## src/rtl/mhr_pkg.sv

```systemverilog
// Constants and types shared by the holding-register slave.
package mhr_pkg;
   // ==========================================================================
   // Function codes and diagnostic subcodes
   localparam logic [7:0] FC_READ = 8'h03;
   localparam logic [7:0] FC_WRITE_ONE = 8'h06;
   localparam logic [7:0] FC_DIAG = 8'h08;
   localparam logic [7:0] FC_WRITE_MANY = 8'h10;
   localparam logic [7:0] FC_READ_WRITE = 8'h17;
   localparam logic [15:0] SUB_ECHO = 16'h0000;
   localparam logic [15:0] SUB_RESTART = 16'h0001;
   localparam logic [15:0] SUB_LISTEN = 16'h0004;
   // ==========================================================================
   // Exception codes
   localparam logic [7:0] EXC_NONE = 8'h00;
   localparam logic [7:0] EXC_FUNC = 8'h01;
   localparam logic [7:0] EXC_ADDR = 8'h02;
   localparam logic [7:0] EXC_VALUE = 8'h03;
   localparam logic [15:0] MAX_QTY = 16'h0078;
   // ==========================================================================
   // Register numbers (full 4xxxx numbers)
   localparam logic [16:0] REG_BASE = 17'h09C40;
   localparam logic [16:0] REG_CONTROL = 17'h09C41;
   localparam logic [16:0] REG_REF_ONE = 17'h09C42;
   localparam logic [16:0] REG_REF_TWO = 17'h09C43;
   localparam logic [16:0] REG_STATUS = 17'h09C44;
   localparam logic [16:0] REG_ACT_FIRST = 17'h09C45;
   localparam logic [16:0] REG_ACT_LAST = 17'h09C4C;
   localparam logic [16:0] REG_WCTRL_LO = 17'h09C5F;
   localparam logic [16:0] REG_WCTRL_HI = 17'h09C60;
   localparam logic [16:0] REG_WSTAT_LO = 17'h09C61;
   localparam logic [16:0] REG_WSTAT_HI = 17'h09C62;
   localparam logic [16:0] REG_PAR_FIRST = 17'h09CA5;
   localparam logic [16:0] REG_PAR_LAST = 17'h0C34F;
   localparam logic [16:0] PAR_PER_GROUP = 17'h00064;
   // ==========================================================================
   // Parameters served or watched inside the block
   localparam logic [13:0] PAR_LAST_EXC = 14'h14C6;
   localparam logic [13:0] PAR_CW_MIRROR = 14'h14C7;
   localparam logic [13:0] PAR_SW_MIRROR = 14'h14C8;
   localparam logic [13:0] PAR_SAVE = 14'h0647;
   localparam logic [15:0] RESET_WORD = 16'h0000;
   // ==========================================================================
   // Types
   typedef enum logic [1:0] {PROF_LIMITED, PROF_FULL, PROF_WIDE, PROF_NONE} mhr_profile_e;
   typedef enum logic [3:0] {K_CW, K_REFERENCE_ONE, K_REFERENCE_TWO, K_SW, K_ACT, K_WCL, K_WCH, K_WSL, K_WSH,
                             K_PAR, K_BAD} mhr_kind_e;
endpackage : mhr_pkg

```

## src/rtl/mhr_slave.sv

```systemverilog
// Function-code interpreter and holding-register map of the fieldbus slave.
`timescale 1ns/1ns
module mhr_slave (
   input wire logic i_ref_clk, // 10 MHz clock
   input wire logic i_rst, // Synchronous reset
   input wire logic i_req_valid, // Decoded request present
   input wire logic [7:0] i_req_func, // Function code
   input wire logic [15:0] i_req_rd_addr, // Read start address
   input wire logic [15:0] i_req_rd_qty, // Read quantity
   input wire logic [15:0] i_req_wr_addr, // Write start address
   input wire logic [15:0] i_req_wr_qty, // Write quantity
   input wire logic [15:0] i_req_diag_sub, // Diagnostic subcode
   input wire logic [15:0] i_req_diag_data, // Diagnostic data field
   output logic o_req_ready, // Idle, request taken
   input wire logic i_wdata_valid, // Write word present
   input wire logic [15:0] i_wdata, // Write word
   output logic o_wdata_ready, // Write word taken
   output logic o_rd_valid, // Read word strobe
   output logic [15:0] o_rd_data, // Read word
   output logic o_rsp_valid, // Response strobe
   output logic [7:0] o_rsp_func, // Function answered
   output logic [7:0] o_rsp_exc, // Exception code, zero if normal
   output logic [15:0] o_rsp_data, // Diagnostic echo data
   output logic o_comm_restart, // Port restart, counter clear pulse
   output logic o_listen_only, // Listen-only mode
   output logic [7:0] o_last_exception_code, // Most recent exception
   input wire logic [1:0] i_comm_profile_select, // Active profile
   input wire logic [15:0] i_status_word, // 16-bit status
   input wire logic [31:0] i_wide_status, // 32-bit status
   input wire logic [127:0] i_actual_values, // Eight selected actual values
   output logic [15:0] o_control_word, // 16-bit control word
   output logic [15:0] o_reference_one, // Reference one
   output logic [15:0] o_reference_two, // Reference two
   output logic [31:0] o_wide_control, // 32-bit control word
   output logic [13:0] o_par_num, // Parameter number looked up
   input wire logic i_par_exists, // Parameter exists
   input wire logic i_par_read_only, // Parameter read-only
   input wire logic [15:0] i_par_rdata, // Parameter value
   output logic o_par_wr, // Volatile parameter write pulse
   output logic [15:0] o_par_wdata, // Parameter write value
   output logic o_parameter_save // Commit to permanent store pulse
);
   // ==========================================================================
   // Register decode
   function automatic mhr_pkg::mhr_kind_e mhr_kind(input logic [16:0] n, input logic [1:0] p);
      logic sixteen;
      logic wide;
      sixteen = (p == mhr_pkg::PROF_LIMITED) || (p == mhr_pkg::PROF_FULL);
      wide = (p == mhr_pkg::PROF_WIDE);
      mhr_kind = mhr_pkg::K_BAD;
      if (n == mhr_pkg::REG_CONTROL && sixteen) mhr_kind = mhr_pkg::K_CW;
      else if (n == mhr_pkg::REG_REF_ONE) mhr_kind = mhr_pkg::K_REFERENCE_ONE;
      else if (n == mhr_pkg::REG_REF_TWO) mhr_kind = mhr_pkg::K_REFERENCE_TWO;
      else if (n == mhr_pkg::REG_STATUS && sixteen) mhr_kind = mhr_pkg::K_SW;
      else if (n >= mhr_pkg::REG_ACT_FIRST && n <= mhr_pkg::REG_ACT_LAST) mhr_kind = mhr_pkg::K_ACT;
      else if (n == mhr_pkg::REG_WCTRL_LO && wide) mhr_kind = mhr_pkg::K_WCL;
      else if (n == mhr_pkg::REG_WCTRL_HI && wide) mhr_kind = mhr_pkg::K_WCH;
      else if (n == mhr_pkg::REG_WSTAT_LO && wide) mhr_kind = mhr_pkg::K_WSL;
      else if (n == mhr_pkg::REG_WSTAT_HI && wide) mhr_kind = mhr_pkg::K_WSH;
      else if (n >= mhr_pkg::REG_PAR_FIRST && n <= mhr_pkg::REG_PAR_LAST
               && ((n - mhr_pkg::REG_BASE) % mhr_pkg::PAR_PER_GROUP) != 17'h00000) begin
         mhr_kind = mhr_pkg::K_PAR;
      end
   endfunction : mhr_kind

   function automatic logic [16:0] mhr_reg_num(input logic [15:0] a);
      mhr_reg_num = {1'b0, a} + mhr_pkg::REG_BASE + 17'h00001;
   endfunction : mhr_reg_num

   function automatic logic qty_ok(input logic [15:0] q);
      qty_ok = (q != 16'h0000) && (q <= mhr_pkg::MAX_QTY);
   endfunction : qty_ok

   typedef enum logic [2:0] {S_IDLE, S_WR, S_RD, S_RSP, S_RESTART} mhr_state_e;
   mhr_state_e state_q;
   logic ph_q;
   logic rd_pend_q;
   logic restart_pend_q;
   logic [16:0] cur_q;
   logic [15:0] cnt_q;
   logic [16:0] rd_start_q;
   logic [15:0] rd_cnt_q;
   logic [7:0] exc_q;

   // ==========================================================================
   // Per-word access check
   mhr_pkg::mhr_kind_e kind;
   logic [13:0] pnum;
   logic [2:0] act_idx;
   logic mirror;
   logic [7:0] wr_err;
   logic [7:0] rd_err;
   logic [15:0] rdata;
   logic wr_fire;

   always_comb begin
      kind = mhr_kind(cur_q, i_comm_profile_select);
      pnum = 14'(cur_q - mhr_pkg::REG_BASE);
      act_idx = 3'(cur_q - mhr_pkg::REG_ACT_FIRST);
      mirror = (pnum == mhr_pkg::PAR_LAST_EXC) || (pnum == mhr_pkg::PAR_CW_MIRROR)
               || (pnum == mhr_pkg::PAR_SW_MIRROR);
      rd_err = mhr_pkg::EXC_NONE;
      if (kind == mhr_pkg::K_BAD || (kind == mhr_pkg::K_PAR && !mirror && !i_par_exists)) begin
         rd_err = mhr_pkg::EXC_ADDR;
      end
      wr_err = rd_err;
      if (rd_err == mhr_pkg::EXC_NONE && (kind == mhr_pkg::K_SW || kind == mhr_pkg::K_ACT
          || kind == mhr_pkg::K_WSL || kind == mhr_pkg::K_WSH
          || (kind == mhr_pkg::K_PAR && (mirror || i_par_read_only)))) begin
         wr_err = mhr_pkg::EXC_VALUE;
      end
      unique case (kind)
         mhr_pkg::K_CW: rdata = o_control_word;
         mhr_pkg::K_REFERENCE_ONE: rdata = o_reference_one;
         mhr_pkg::K_REFERENCE_TWO: rdata = o_reference_two;
         mhr_pkg::K_SW: rdata = i_status_word;
         mhr_pkg::K_ACT: rdata = i_actual_values[act_idx * 16 +: 16];
         mhr_pkg::K_WCL: rdata = o_wide_control[15:0];
         mhr_pkg::K_WCH: rdata = o_wide_control[31:16];
         mhr_pkg::K_WSL: rdata = i_wide_status[15:0];
         mhr_pkg::K_WSH: rdata = i_wide_status[31:16];
         mhr_pkg::K_PAR: begin
            if (pnum == mhr_pkg::PAR_LAST_EXC) rdata = {8'h00, o_last_exception_code};
            else if (pnum == mhr_pkg::PAR_CW_MIRROR) rdata = o_control_word;
            else if (pnum == mhr_pkg::PAR_SW_MIRROR) rdata = i_status_word;
            else rdata = i_par_rdata;
         end
         default: rdata = mhr_pkg::RESET_WORD;
      endcase
      wr_fire = (state_q == S_WR) && ph_q && i_wdata_valid && (wr_err == mhr_pkg::EXC_NONE);
   end

   // ==========================================================================
   // Transaction sequencing
   always_ff @(posedge i_ref_clk) begin
      if (i_rst) begin
         state_q <= S_IDLE;
         ph_q <= 1'b0;
         rd_pend_q <= 1'b0;
         restart_pend_q <= 1'b0;
         cur_q <= 17'h00000;
         cnt_q <= 16'h0000;
         rd_start_q <= 17'h00000;
         rd_cnt_q <= 16'h0000;
         exc_q <= mhr_pkg::EXC_NONE;
         o_req_ready <= 1'b0;
         o_wdata_ready <= 1'b0;
         o_rd_valid <= 1'b0;
         o_rd_data <= mhr_pkg::RESET_WORD;
         o_rsp_valid <= 1'b0;
         o_rsp_func <= 8'h00;
         o_rsp_exc <= mhr_pkg::EXC_NONE;
         o_rsp_data <= mhr_pkg::RESET_WORD;
         o_comm_restart <= 1'b0;
         o_listen_only <= 1'b0;
         o_last_exception_code <= mhr_pkg::EXC_NONE;
         o_par_num <= 14'h0000;
      end else begin
         o_rd_valid <= 1'b0;
         o_rsp_valid <= 1'b0;
         o_comm_restart <= 1'b0;
         o_req_ready <= 1'b0;
         o_par_num <= pnum;
         unique case (state_q)
            S_IDLE: begin
               o_req_ready <= 1'b1;
               exc_q <= mhr_pkg::EXC_NONE;
               rd_pend_q <= 1'b0;
               restart_pend_q <= 1'b0;
               ph_q <= 1'b0;
               if (i_req_valid && o_req_ready) begin
                  o_req_ready <= 1'b0;
                  o_rsp_func <= i_req_func;
                  o_rsp_data <= i_req_diag_data;
                  if (o_listen_only && !(i_req_func == mhr_pkg::FC_DIAG
                                        && i_req_diag_sub == mhr_pkg::SUB_RESTART)) begin
                     o_req_ready <= 1'b1;
                  end else begin
                     state_q <= S_RSP;
                     rd_start_q <= mhr_reg_num(i_req_rd_addr);
                     rd_cnt_q <= i_req_rd_qty;
                     cur_q <= mhr_reg_num(i_req_wr_addr);
                     cnt_q <= i_req_wr_qty;
                     unique case (i_req_func)
                        mhr_pkg::FC_READ: begin
                           if (qty_ok(i_req_rd_qty)) begin
                              cur_q <= mhr_reg_num(i_req_rd_addr);
                              cnt_q <= i_req_rd_qty;
                              state_q <= S_RD;
                           end else exc_q <= mhr_pkg::EXC_VALUE;
                        end
                        mhr_pkg::FC_WRITE_ONE: begin
                           cnt_q <= 16'h0001;
                           state_q <= S_WR;
                        end
                        mhr_pkg::FC_WRITE_MANY: begin
                           if (qty_ok(i_req_wr_qty)) state_q <= S_WR;
                           else exc_q <= mhr_pkg::EXC_VALUE;
                        end
                        mhr_pkg::FC_READ_WRITE: begin
                           if (qty_ok(i_req_wr_qty) && qty_ok(i_req_rd_qty)) begin
                              rd_pend_q <= 1'b1;
                              state_q <= S_WR;
                           end else exc_q <= mhr_pkg::EXC_VALUE;
                        end
                        mhr_pkg::FC_DIAG: begin
                           if (i_req_diag_sub == mhr_pkg::SUB_RESTART) begin
                              restart_pend_q <= 1'b1;
                              if (o_listen_only) state_q <= S_RESTART;
                           end else if (i_req_diag_sub == mhr_pkg::SUB_LISTEN) begin
                              o_listen_only <= 1'b1;
                              state_q <= S_IDLE;
                           end else if (i_req_diag_sub != mhr_pkg::SUB_ECHO) begin
                              exc_q <= mhr_pkg::EXC_FUNC;
                           end
                        end
                        default: exc_q <= mhr_pkg::EXC_FUNC;
                     endcase
                  end
               end
            end
            S_WR: begin
               if (!ph_q) begin
                  ph_q <= 1'b1;
                  o_wdata_ready <= 1'b1;
               end else if (i_wdata_valid) begin
                  o_wdata_ready <= 1'b0;
                  ph_q <= 1'b0;
                  cur_q <= cur_q + 17'h00001;
                  cnt_q <= cnt_q - 16'h0001;
                  if (wr_err != mhr_pkg::EXC_NONE) begin
                     exc_q <= wr_err;
                     state_q <= S_RSP;
                  end else if (cnt_q == 16'h0001) begin
                     if (rd_pend_q) begin
                        cur_q <= rd_start_q;
                        cnt_q <= rd_cnt_q;
                        state_q <= S_RD;
                     end else state_q <= S_RSP;
                  end
               end
            end
            S_RD: begin
               ph_q <= !ph_q;
               if (ph_q) begin
                  cur_q <= cur_q + 17'h00001;
                  cnt_q <= cnt_q - 16'h0001;
                  if (rd_err != mhr_pkg::EXC_NONE) begin
                     exc_q <= rd_err;
                     state_q <= S_RSP;
                  end else begin
                     o_rd_valid <= 1'b1;
                     o_rd_data <= rdata;
                     if (cnt_q == 16'h0001) state_q <= S_RSP;
                  end
               end
            end
            S_RSP: begin
               o_rsp_valid <= 1'b1;
               o_rsp_exc <= exc_q;
               if (exc_q != mhr_pkg::EXC_NONE) o_last_exception_code <= exc_q;
               state_q <= restart_pend_q ? S_RESTART : S_IDLE;
            end
            S_RESTART: begin
               o_comm_restart <= 1'b1;
               o_listen_only <= 1'b0;
               state_q <= S_IDLE;
            end
            default: state_q <= S_IDLE;
         endcase
      end
   end

   // ==========================================================================
   // Stored words and parameter writes
   // References are kept as raw two's complement words; scaling happens downstream.
   always_ff @(posedge i_ref_clk) begin
      if (i_rst) begin
         o_control_word <= mhr_pkg::RESET_WORD;
         o_reference_one <= mhr_pkg::RESET_WORD;
         o_reference_two <= mhr_pkg::RESET_WORD;
         o_wide_control <= {mhr_pkg::RESET_WORD, mhr_pkg::RESET_WORD};
         o_par_wr <= 1'b0;
         o_par_wdata <= mhr_pkg::RESET_WORD;
         o_parameter_save <= 1'b0;
      end else begin
         o_par_wr <= 1'b0;
         o_parameter_save <= 1'b0;
         if (wr_fire) begin
            unique case (kind)
               mhr_pkg::K_CW: o_control_word <= i_wdata;
               mhr_pkg::K_REFERENCE_ONE: o_reference_one <= i_wdata;
               mhr_pkg::K_REFERENCE_TWO: o_reference_two <= i_wdata;
               mhr_pkg::K_WCL: o_wide_control[15:0] <= i_wdata;
               mhr_pkg::K_WCH: o_wide_control[31:16] <= i_wdata;
               mhr_pkg::K_PAR: begin
                  o_par_wr <= 1'b1;
                  o_par_wdata <= i_wdata;
                  o_parameter_save <= (pnum == mhr_pkg::PAR_SAVE) && (i_wdata != 16'h0000);
               end
               default: o_par_wr <= 1'b0;
            endcase
         end
      end
   end
endmodule : mhr_slave

```

## config.mk

```make
export PLATFORM = sky130hd
export DESIGN_NAME = mhr_slave
export DESIGN_NICKNAME = d
export VERILOG_FILES = /design/src/rtl/mhr_pkg.sv /design/src/rtl/mhr_slave.sv
export SDC_FILE = /design/constraint.sdc
export NUM_CORES = 1
export LEC_CHECK = 0
export ABC_AREA = 1
export BUFFER_PORTS_ARGS = -buffer_cell sky130_fd_sc_hd__buf_2
export CORE_AREA = 2 2 191 193
export DETAILED_ROUTE_END_ITERATION = 10
export DIE_AREA = 0 0 193 195
export PLACE_DENSITY = 0.74
export SLEW_MARGIN = 20
export SYNTH_ARGS = -nofsm -noshare
export SYNTH_HDL_FRONTEND = slang
export SYNTH_SLANG_ARGS = --single-unit
```

## constraint.sdc

```tcl
create_clock -name i_ref_clk -period 8.5 [get_ports i_ref_clk]
set_input_delay 0.425 -clock i_ref_clk [delete_from_list [all_inputs] [get_ports i_ref_clk]]
set_output_delay 0.425 -clock i_ref_clk [all_outputs]
set_load 0.05 [all_outputs]
```

==> results.yml <==
sta:
  fmax_ghz: 0.123
  worst_slew_pin_slew_ns: 1.15
  hold_viol_final: 0
  min_period_ns: 8.12
  post-route-period-util: 0.955
  finalMaxSlewViolations: 0
  maxSlewHeadroom: 0.236
  setup_viol: 0
  clock-skew-final_ns: 0.0227
  setup_tns_ns: 0
worst_setup_path:
  cp_slowest_stage_delay_ns: 0.35
  endpoint_kind: "flip-flop"
  crit_type: "flip-flop to flip-flop"
  crit_arrival_ns: 8.60
  critPathMostFrequentCell: "nand2_4"
  cp_max_fo: 9
  r2r_slack_ns: 0.38
  cp_slowest_cell: "dfxtp_2"
  cp.required_ns: 8.98
  cp-start-kind: "flip-flop"
clock_tree:
  cts_tree: "done"
  clk_pin_slew_worst_paths_ns: 0.06
  clock_sinks: 236
  insertion_delay_ns: 0.56
  cts_buffer_depth: 3
  cts_max_level: 1
  cts_buffers: 27
  cts.hold.buffers_added: 0
  root_buffer: "clkbuf_16"
global_routing:
  grt_overflow: 0
  grt.total_usage: 0.362
  grt_pass1_wl_mm: 106
  grt_pass1_vias: 18500
  grt_max_degree: 179
  antenna_found_initial: 13
logic_synthesis:
  synth-async-reset-ratio: 0
  synthesis.area_um2: 16600
  synth_edf_count: 0
  synth_compound_gate_area_share: 0.245
  synth_top_area_frac: 0.285
  avgSynthCellArea_um2: 6.28
  ys_warn_count: 0
  muxShareOfSynthArea: 0.00121
  synthSimpleGateAreaFrac: 0.315
  synth_cells: 2641
  ys_seq_area_frac: 0.285
  ys_ff_latch: 236
  synth_xor_area_frac: 0.0242
  synth_area_leaders: "dfxtp_1, nand2_1, nor2_1, inv_1, a21oi_1"
  synthAdderAreaFrac: 0.0113
  synth_cell_types: 62
  synth_top_area_cell: "dfxtp_1"
  synth_top_family_by_area: "simple AND/OR/NAND/NOR gates"
  synth-main-ff-cell: "dfxtp_1"
routing:
  first_pass_iters: 5
  antenna_left: 0
  via_per_inst: 5.74
  wirelength_mm: 73.9
  via_count: 20600
  drt_iter0_markers: 2013
  drt-wirelength-per-cell_um: 20.6
  drc_errors: 0
floorplanning:
  die_h_um: 195
  die_area_um2: 37600
  die_w_um: 193
  row_count: 69
  core-area_um2: 35400
  ios: 494
  initial_core_util: 0.468
placement:
  gp_congestion: 1.02
  portBuffers: 481
  dp_hpwl_mm: 55.1
layout:
  final_cell_mix: "buf_2, nand2_1, inv_1"
  nNetsFinal: 3433
  mostFrequentLayoutCell: "buf_2"
  drive_above_1_share: 0.269
  syn_to_final_growth_pct: 28.2
outcome:
  outcome: "complete, no violations"
run:
  drv_cap: 0
min_path:
  hold_path_class: "input port to flip-flop"
[state kept, by name, summed over array words and instances (netlist names), 2 cells and up]
signal	cells
o_par_wdata	16
o_rsp_func	8
o_rsp_data	16
o_reference_one	16
rd_start_q	17
cur_q	17
o_rsp_exc	2
o_reference_two	16
o_control_word	16
exc_q	2
state_q	3
rd_cnt_q	16
o_rd_data	16
o_last_exception_code	2
cnt_q	16
o_par_num	14
o_wide_control	32
[per-layer routing]
layer  share of wire  up-vias  global-route usage
met3            0.10      170              0.0683
met2            0.46     1115               0.585
met1            0.40     9614               0.475
li1                -     9700                   -
met5         0.00037        -                   0
met4           0.041        4               0.143
[worst max-delay path, delay by kind of cell (launching register included)]
kind | cells | cell delay [ns]
and+or+nand+nor | 65 | 6.41
AOI/OAI and AO/OA | 3 | 0.61
DFF | 1 | 0.35
buffers and inverters | 6 | 0.62
[stage by stage]
| stage | utilization | area, um^2 | cells | setup slack [ns] | hold WS [ns] |
|---|---|---|---|---|---|
| floorplan | - | 16600 | 2652 | 1.19 | 0.430 |
| global placement | 0.542 | 19200 | 3486 | 0.205 | 0.430 |
| detailed placement | 0.542 | 19200 | 3486 | -0.169 | 0.435 |
| CTS | 0.572 | 20200 | 3538 | 0.120 | 0.0949 |
| global route | 0.600 | 21300 | 3591 | -0.221 | 0.102 |
| finish | 0.600 | 21300 | 3591 | 0.379 | 0.0977 |
[repair_timing]
action / in CTS / in global routing
resized for setup: 11 / 153
cloned: 0 / 5
endpoints found under the setup margin: 116 / 153
setup buffers: 2 / 37
pin swaps: 2 / 43
[path summary, 6_finish.rpt]
check | end | depth (start not counted) | startpoint
worst max-delay path | o_control_word[6] | 74 | cur_q[6]
worst min-delay path | o_rsp_data[13] | 3 | i_req_diag_data[13]
worst max register to register | o_control_word[6] | 74 | cur_q[6]
worst min register to register | o_par_wdata[8] | 2 | o_par_wdata[8]
[synthesized netlist by cell type (12+ instances only)]
cell	instances
dfxtp_1	236
nand2_2	50
nor2_1	333
o211ai_1	18
inv_2	25
nand2_1	457
buf_4	14
a21oi_1	233
ha_1	15
nand4_1	26
clkbuf_1	87
inv_1	328
nor4_1	22
nor3_1	51
nand3_1	113
nand2_4	23
o221ai_1	35
xor2_1	35
a211oi_1	22
o21ai_0	213
a22oi_1	12
buf_2	17
o21ai_1	112
o22ai_1	37
a31oi_1	13
[layout make-up]
class	count	area, um^2
Inverter	360	1390
Tap cell	461	577
Multi-Input combinational cell	1926	10500
Sequential cell	236	4740
Fill cell	3403	14100
Clock inverter	15	236
Antenna cell	11	27.5
Timing Repair Buffer	547	3020
Clock buffer	35	736
[kinds of logic after synthesis]
group,after synthesis
AND/OR/NAND/NOR,1127
AO/OA/AOI/OAI,724
buffers and inverters,491
flip-flops,236
XOR/XNOR,45
adder cells (fa/ha/maj),15
multiplexers,2
other,1
Power is not shown: default switching activity piles up to over one toggle a cycle in this logic, so the estimate is an artifact.
